$ cat src/stf_map.vh
// Constants of the section tunnel framer: prefix layout, fixed field
// values, header sizes and size limits.
// Assumes it is included by its bare name from each design file that uses its constants.
`ifndef STF_MAP_VH
`define STF_MAP_VH

// Tunnel prefix fields.
`define STF_SYNC_MARKER 8'hFF
`define STF_TUN_VERSION 3'h1
`define STF_TUN_PFX_LEN 16'h0004

// Carousel prefix fields.
`define STF_CAR_VERSION 2'h1
`define STF_CAR_RSVD 1'h1
`define STF_CAR_PFX_LEN 16'h0002

// Header sizes in bytes that sit in front of the prefix.
`define STF_IP_HDR_LEN 16'h0014
`define STF_UDP_HDR_LEN 16'h0008

// Largest packed section in bytes.
`define STF_MAX_SECTION 13'h1000

// Piece index width and the most pieces one section may use.
`define STF_IDX_W 4
`define STF_MAX_PIECES 5'h10

// Reset value of the section tag counter.
`define STF_TAG_RESET 16'h0000

`endif

$ cat src/stf_buf2.v
// Two-entry buffer with valid and ready on both sides.
// Assumes both sides run on clk; a stall downstream fills the spare entry
// and then drops in_ready, so no word is ever lost.
`timescale 1ns/1ns
module stf_buf2 #(
    parameter W = 10
) (
    input wire clk,
    input wire rstn,
    input wire in_valid,
    output reg in_ready,
    input wire [W-1:0] in_data,
    output reg out_valid,
    input wire out_ready,
    output reg [W-1:0] out_data
);

    reg [W-1:0] spare;

    // ****************************************************************
    // Holding and spare entry
    // ****************************************************************
    always @(posedge clk) begin
        if (!rstn) begin
            in_ready <= 1'b1;
            out_valid <= 1'b0;
            out_data <= {W{1'b0}};
            spare <= {W{1'b0}};
        end else if (in_ready) begin
            if (!out_valid || out_ready) begin
                out_valid <= in_valid;
                out_data <= in_data;
            end else if (in_valid) begin
                spare <= in_data;
                in_ready <= 1'b0;
            end
        end else if (out_ready) begin
            out_data <= spare;
            out_valid <= 1'b1;
            in_ready <= 1'b1;
        end
    end

endmodule // stf_buf2

$ cat src/stf_prefix.v
// Prefix byte selector for tunnel and carousel datagrams.
// Assumes the caller steps byte_sel from zero and stops at the last byte
// of the chosen prefix; purely combinational.
`timescale 1ns/1ns
`include "stf_map.vh"
module stf_prefix (
    input wire carousel,
    input wire final_piece,
    input wire [3:0] piece_index,
    input wire [15:0] section_tag,
    input wire [12:0] transport_pid_field,
    input wire [1:0] byte_sel,
    output reg [7:0] pfx_byte
);

    always @* begin
        pfx_byte = 8'h00;
        if (carousel) begin
            if (byte_sel == 2'h0) begin
                pfx_byte = {`STF_CAR_VERSION, `STF_CAR_RSVD,
                            transport_pid_field[12:8]};
            end else begin
                pfx_byte = transport_pid_field[7:0];
            end
        end else begin
            case (byte_sel)
                2'h0: pfx_byte = `STF_SYNC_MARKER;
                2'h1: pfx_byte = {`STF_TUN_VERSION, final_piece,
                                  piece_index};
                2'h2: pfx_byte = section_tag[15:8];
                default: pfx_byte = section_tag[7:0];
            endcase
        end
    end

endmodule // stf_prefix

$ cat src/stf_framer.v
// Section tunnel framer: turns a byte stream of table sections into UDP
// payloads carrying a tunnel prefix or a carousel prefix.
// Assumes the upstream source gives the section length, mode and PID with
// the first byte, and that the IP/UDP headers are added further on.
`timescale 1ns/1ns
`include "stf_map.vh"
module stf_framer (
    input wire clk,
    input wire rstn,
    input wire [15:0] mtu_bytes,
    input wire sec_valid,
    output wire sec_ready,
    input wire [7:0] sec_data,
    input wire sec_last,
    input wire [12:0] sec_len,
    input wire sec_carousel,
    input wire [12:0] sec_pid,
    output wire dg_valid,
    input wire dg_ready,
    output wire [7:0] dg_data,
    output wire dg_first,
    output wire dg_last,
    output reg drop_oversize,
    output reg drop_nofit,
    output reg busy
);

    // ****************************************************************
    // States
    // ****************************************************************
    localparam [3:0] ST_IDLE = 4'h1;
    localparam [3:0] ST_PFX = 4'h2;
    localparam [3:0] ST_BODY = 4'h4;
    localparam [3:0] ST_DROP = 4'h8;

    reg [3:0] state;
    reg carousel;
    reg [12:0] pid;
    reg [15:0] section_tag;
    reg [3:0] piece_index;
    reg [12:0] seg_size;
    reg [12:0] remaining;
    reg [12:0] seg_cnt;
    reg [1:0] pfx_cnt;

    // ****************************************************************
    // Room checks made on the first byte of a section
    // ****************************************************************
    wire [15:0] ip_udp_len;
    wire [15:0] udp_room;
    wire [15:0] tun_room;
    wire [16:0] tun_limit;
    wire [15:0] car_need;
    wire [12:0] tun_seg;
    wire too_big;
    wire no_fit;

    assign ip_udp_len = `STF_IP_HDR_LEN + `STF_UDP_HDR_LEN;
    assign udp_room = (mtu_bytes > ip_udp_len) ?
                      (mtu_bytes - ip_udp_len) : 16'h0000;
    // Payload room of one tunnel segment after its four prefix bytes.
    assign tun_room = (udp_room > `STF_TUN_PFX_LEN) ?
                      (udp_room - `STF_TUN_PFX_LEN) : 16'h0000;
    // Every segment but the last is cut at the largest fitting size.
    assign tun_seg = (tun_room > {3'h0, `STF_MAX_SECTION}) ?
                     `STF_MAX_SECTION : tun_room[12:0];
    assign tun_limit = {1'b0, tun_room} * {12'h000, `STF_MAX_PIECES};
    assign car_need = {3'h0, sec_len} + `STF_CAR_PFX_LEN;
    assign too_big = (sec_len > `STF_MAX_SECTION) ||
                     (sec_len == 13'h0000);
    assign no_fit = sec_carousel ? (car_need > udp_room)
                  : ((tun_room == 16'h0000) ||
                     ({4'h0, sec_len} > tun_limit));

    // ****************************************************************
    // Prefix bytes and the word pushed into the buffer
    // ****************************************************************
    wire final_piece;
    wire [7:0] pfx_byte;
    wire [1:0] pfx_end;
    wire seg_end;
    wire buf_ready;
    reg push_valid;
    reg [9:0] push_word;

    // The final flag is known up front since the byte count is known.
    assign final_piece = (remaining <= seg_size);
    assign pfx_end = carousel ? 2'h1 : 2'h3;
    assign seg_end = (seg_cnt + 13'h0001 == seg_size) ||
                     (remaining == 13'h0001) || sec_last;

    stf_prefix u_prefix (
        .carousel(carousel),
        .final_piece(final_piece),
        .piece_index(piece_index),
        .section_tag(section_tag),
        .transport_pid_field(pid),
        .byte_sel(pfx_cnt),
        .pfx_byte(pfx_byte)
    );

    always @* begin
        push_valid = 1'b0;
        push_word = 10'h000;
        case (state)
            ST_PFX: begin
                push_valid = 1'b1;
                // The prefix opens every datagram, before section bytes.
                push_word = {(pfx_cnt == 2'h0), 1'b0, pfx_byte};
            end
            ST_BODY: begin
                push_valid = sec_valid;
                push_word = {1'b0, seg_end, sec_data};
            end
            default: begin
                push_valid = 1'b0;
                push_word = 10'h000;
            end
        endcase
    end

    // Section bytes are taken only while the buffer has room; a dropped
    // section is drained at full rate.
    assign sec_ready = ((state == ST_BODY) && buf_ready) ||
                       (state == ST_DROP);

    wire body_take;
    wire pfx_take;
    assign body_take = (state == ST_BODY) && sec_valid && buf_ready;
    assign pfx_take = (state == ST_PFX) && buf_ready;

    // ****************************************************************
    // Framing state machine
    // ****************************************************************
    always @(posedge clk) begin
        if (!rstn) begin
            state <= ST_IDLE;
            carousel <= 1'b0;
            pid <= 13'h0000;
            section_tag <= `STF_TAG_RESET;
            piece_index <= 4'h0;
            seg_size <= 13'h0000;
            remaining <= 13'h0000;
            seg_cnt <= 13'h0000;
            pfx_cnt <= 2'h0;
            drop_oversize <= 1'b0;
            drop_nofit <= 1'b0;
            busy <= 1'b0;
        end else begin
            drop_oversize <= 1'b0;
            drop_nofit <= 1'b0;
            case (state)
                ST_IDLE: begin
                    busy <= 1'b0;
                    if (sec_valid) begin
                        busy <= 1'b1;
                        carousel <= sec_carousel;
                        pid <= sec_pid;
                        remaining <= sec_len;
                        piece_index <= 4'h0;
                        pfx_cnt <= 2'h0;
                        seg_cnt <= 13'h0000;
                        // Whole section in one datagram when it fits.
                        if (sec_carousel || ({3'h0, sec_len} <= tun_room)) begin
                            seg_size <= sec_len;
                        end else begin
                            seg_size <= tun_seg;
                        end
                        if (too_big) begin
                            drop_oversize <= 1'b1;
                            state <= ST_DROP;
                        end else if (no_fit) begin
                            drop_nofit <= 1'b1;
                            state <= ST_DROP;
                        end else begin
                            state <= ST_PFX;
                        end
                    end
                end
                ST_PFX: begin
                    if (pfx_take) begin
                        pfx_cnt <= pfx_cnt + 2'h1;
                        if (pfx_cnt == pfx_end) begin
                            pfx_cnt <= 2'h0;
                            seg_cnt <= 13'h0000;
                            state <= ST_BODY;
                        end
                    end
                end
                ST_BODY: begin
                    if (body_take) begin
                        remaining <= remaining - 13'h0001;
                        seg_cnt <= seg_cnt + 13'h0001;
                        if ((remaining == 13'h0001) || sec_last) begin
                            // The next section waits until this one ends.
                            if (!carousel) begin
                                section_tag <= section_tag + 16'h0001;
                            end
                            state <= ST_IDLE;
                        end else if (seg_end) begin
                            piece_index <= piece_index + 4'h1;
                            state <= ST_PFX;
                        end
                    end
                end
                ST_DROP: begin
                    if (sec_valid && sec_last) begin
                        state <= ST_IDLE;
                    end
                end
                default: begin
                    state <= ST_IDLE;
                end
            endcase
        end
    end

    // ****************************************************************
    // Output buffer
    // ****************************************************************
    wire [9:0] dg_word;

    stf_buf2 #(
        .W(10)
    ) u_buf (
        .clk(clk),
        .rstn(rstn),
        .in_valid(push_valid),
        .in_ready(buf_ready),
        .in_data(push_word),
        .out_valid(dg_valid),
        .out_ready(dg_ready),
        .out_data(dg_word)
    );

    assign dg_first = dg_word[9];
    assign dg_last = dg_word[8];
    assign dg_data = dg_word[7:0];

endmodule // stf_framer

$ cat config.mk
export PLATFORM = sky130hd
export DESIGN_NAME = stf_framer
export DESIGN_NICKNAME = d
export VERILOG_FILES = /design/src/stf_buf2.v /design/src/stf_prefix.v /design/src/stf_framer.v
export VERILOG_INCLUDE_DIRS = /design/src
export SDC_FILE = /design/constraint.sdc
export NUM_CORES = 1
export LEC_CHECK = 0
export ABC_AREA = 1
export BUFFER_PORTS_ARGS = -buffer_cell sky130_fd_sc_hd__buf_2
export CORE_MARGIN = 2
export CORE_UTILIZATION = 59
export DETAILED_ROUTE_END_ITERATION = 10
export GPL_TIMING_DRIVEN = 0
export PLACE_DENSITY = 0.84
export REMOVE_ABC_BUFFERS = 1
export SYNTH_ARGS = -nofsm -noshare
export SYNTH_HDL_FRONTEND = slang
export SYNTH_SLANG_ARGS = --single-unit
$ cat constraint.sdc
create_clock -name clk -period 6.8 [get_ports clk]
set_input_delay 1.02 -clock clk [delete_from_list [all_inputs] [get_ports clk]]
set_output_delay 1.02 -clock clk [all_outputs]
set_load 0.01 [all_outputs]
==> flow_summary.json <==
{
  "grt_overflow_total": 0,
  "syn-cell-area_mm2": 0.00785,
  "grt_max_degree": 59,
  "viasPerCell": 5.67,
  "cpMaxStageDelayCell": "nand3_2",
  "criticalPathCategory": "input pin to flop",
  "slowest_delay_ps": 440,
  "max-cap-violations": 0,
  "power_frac_seq_pct": 32.9,
  "dieHeight_um": 119,
  "min_delay_worst_endpoint": "u_buf.spare[9]",
  "ys_seq_elements": 104,
  "rsz0062_at_grt": "false",
  "gp_congestion": 0.992,
  "p_comb_share_pct": 45.4,
  "clkLatencyLatePin_ps": 370,
  "synth.largest_area_cell": "dfxtp_1",
  "setup_viol": 0,
  "crit_path_start_kind": "input pin",
  "synth_top_area_share_pct": 26.5,
  "core_area_mm2": 0.0131,
  "design_area_mm2": 0.00856,
  "min_delay_path_depth": 2,
  "grt_pass1_vias": 7480,
  "worstSetupEndpointType": "flop",
  "vdd_drop_max_mv": 0.145,
  "wl_mm": 20.3,
  "critical_path.most_common_cell": "nand2_1",
  "finClkSkew_ps": 15.6,
  "clock_path_buffers": 2,
  "clock_sinks": 104,
  "powerDensity_mw_per_mm2": 289,
  "cts_buffers": 9,
  "worstPathRequired_ps": 7080,
  "cp.arrival_ps": 5670,
  "drtIter0Drc": 797,
  "dpl.hpwl_mm": 15.4,
  "grt_usage_pct": 29.3,
  "die_area_mm2": 0.0142,
  "hold_buffers": 0,
  "hold_violations": 0,
  "antenna_found_initial": 0,
  "max_freq_mhz": 186,
  "critical_path_depth": 24,
  "setup-tns-final_ps": 0,
  "intPower_mw": 1.36,
  "layout.nets": 1375,
  "slew_headroom_pct": 32.4,
  "tightest_slew_ps": 1010,
  "crit_chain": "buf_2 > ha_1 > nand2_1 > inv_1 > nand2_1 > nand3_2 > nand2_1 > ha_1 > inv_1 > a21oi_2 > nand3_2 > nand2_1 > ha_1 > nand3_1 > o211ai_1 > nand4_1 > a31oi_1 > o21a_1 > nor2_1 > nor3_1 > nand2_2 > inv_2 > nand4_1 > a21oi_1",
  "yosysSeqAreaShare_pct": 26.5,
  "sw_frac_of_total_pct": 45.1,
  "fin_ws_ps": 1410,
  "async_flop_share_pct": 0,
  "final.fill_count": 1221,
  "hp-start": "u_buf.spare[9]",
  "cp_max_fo": 25,
  "reg2reg_setup_slack_ps": 2840,
  "grt_pass1_wl_mm": 34.4,
  "synth_flop_cell": "dfxtp_1",
  "post-route-period-util_pct": 79.2,
  "ff2ff_path_depth": 14,
  "dp_slack_ps": 1110,
  "cts.clk_slew.worst_paths_ps": 80,
  "syn_area_per_cell_um2": 6.50,
  "worst-path-buf-inv": 4,
  "synth_area_leaders": "dfxtp_1 27%, nand2_1 14%, ha_1 10%",
  "port-buffer-count": 70,
  "syn-instance-count": 1207,
  "dpl_cell_area_mm2": 0.00826,
  "r2r-start": "state[0]",
  "syn2layout_area_growth_pct": 9.14,
  "firstDrtPassIters": 6,
  "r2r_end": "piece_index[1]",
  "min_path_type": "flop to flop",
  "n_antenna_cell": 0,
  "ant_nets": 0,
  "start_util_pct": 59.7,
  "power_mw": 2.47,
  "final_max_slew_viol_count": 0,
  "drcViolationCount": 0,
  "min_period_ps": 5390,
  "ctsResizeCount": 0,
  "row_count": 42,
  "ys_types": 50,
  "cts_max_level": 3,
  "p_switching_mw": 1.12,
  "postCtsSetupBuffers": 0,
  "ys_warn_count": 0,
  "clkPwrFrac_pct": 21.7,
  "cts_tree": "built",
  "drive_gt1_share_pct": 9.52,
  "vias": 8149,
  "crit_family": "simple AND/OR/NAND/NOR gates",
  "p_leak_nw": 4.01,
  "wl_per_cell_um": 14.1,
  "pin_count": 71,
  "die_x_um": 119,
  "cts_root_buffer": "clkbuf_16",
  "synth_edf_count": 0,
  "outcome": "complete, no violations"
}
## area by class of cell
cell class	instances	area, um^2	area share (%)
Clock buffer	9	225	2.63
Clock inverter	7	82.6	0.964
Inverter	159	597	6.97
Multi-Input combinational cell	911	5010	58.5
Sequential cell	104	2080	24.3
Tap cell	176	220	2.57
Timing Repair Buffer	70	350	4.09
## synth_stat cells (4+ instances only)
master	n
xor2_1	26
dfxtp_1	104
nand4_1	34
nand3_1	64
ha_1	64
a211oi_1	5
buf_6	4
o211ai_1	7
nor2_2	4
o21bai_1	4
a22oi_1	6
nor4_1	12
or2_2	6
nand2_2	4
o21ai_0	80
a31oi_1	9
nor3_1	18
o221ai_1	6
inv_1	153
nor2_1	104
nand2_1	289
o41ai_1	5
xnor2_1	8
a21oi_1	115
clkbuf_1	22
nand3_2	8
## tightest hold or removal path, stage by stage (launching register included)
cell and delay, ps:
dfxtp_1 320, nand2_1 60, a21oi_1 50
## layout by cell type (no fill, tap or decap), types with 3 or more instances in the layout
cell / synthesis / routed
o41ai_1: 5 / 5
nand2_1: 289 / 289
ha_1: 64 / 64
nand3_1: 64 / 64
nand3_2: 8 / 8
nand3b_1: 3 / 3
xor2_1: 26 / 26
clkbuf_16: 0 / 9
dfxtp_1: 104 / 104
or2_2: 6 / 6
inv_2: 3 / 4
o21ai_0: 80 / 80
o21bai_1: 4 / 4
nor4_1: 12 / 12
nor2_2: 4 / 4
nand2_2: 4 / 4
a32o_1: 3 / 3
nor2_1: 104 / 104
a22oi_1: 6 / 6
nand4_1: 34 / 34
o21ai_2: 3 / 3
nor3_1: 18 / 18
buf_2: 3 / 70
xnor2_1: 8 / 8
o221ai_1: 6 / 6
inv_1: 153 / 153
a31oi_1: 9 / 9
a211oi_1: 5 / 5
a21oi_1: 115 / 115
inv_8: 0 / 3
o211ai_1: 7 / 7
## flip-flops by register name, summed over array words and instances (netlist names), 2 cells and up
signal          count
section_tag        16
pid                13
remaining          13
seg_cnt            13
seg_size           13
u_buf.out_data     10
u_buf.spare        10
piece_index         4
state               4
pfx_cnt             2
## per-stage QoR
stage | util (%) | hold slack (ps) | std cells
after floorplan | - | 444 | 1174
after global placement | 62.8 | 451 | 1420
after detailed placement | 62.8 | 457 | 1420
after CTS | 65.2 | 469 | 1436
after global routing | 65.2 | 479 | 1436
final | 65.2 | 471 | 1436
## worst max-delay path by stage
| stage | slack (ps) | endpoint | start |
|---|---|---|---|
| floorplan | 2380 | seg_size[4] | mtu_bytes[2] |
| global placement | 1240 | seg_size[2] | mtu_bytes[2] |
| detailed placement | 1110 | seg_size[4] | mtu_bytes[2] |
| CTS | 1470 | seg_size[8] | mtu_bytes[2] |
| global route | 920 | seg_size[8] | mtu_bytes[2] |
| finish | 1410 | seg_size[8] | mtu_bytes[2] |
## power by group through the flow
stage,Sequential [mW],Clock (mW),Combinational (mW)
3_3_place_gp,0.819,0,1.07
3_5_place_dp,0.823,0,1.09
6_report,0.814,0.538,1.12
4_1_cts,0.810,0.540,1.10
2_1_floorplan,0.801,0,0.804
5_1_grt,0.827,0.566,1.28
## per-layer routing
layer	track usage, %	share of wire [%]	vias to the layer above	routed length [um]
met1	38.5	44	3691	9010
met4	9.93	2.7	0	556
li1	-	-	4148	-
met3	4.74	6.1	47	1240
met2	48.9	47	263	9490
met5	0	0	-	0
## cells by family (layout without fill, tap and decap cells)
kind of cell,count (synthesis),after routing,share of synthesized area [%]
xor gates and xnor gates,34,34,3.79
AOI/OAI and AO/OA,261,261,19.1
adders and majority gates,64,64,10.2
and+or+nand+nor,552,552,30.8
DFF,104,104,26.5
buffers and inverters,192,245,9.66
(Power assumes the default switching activity.)
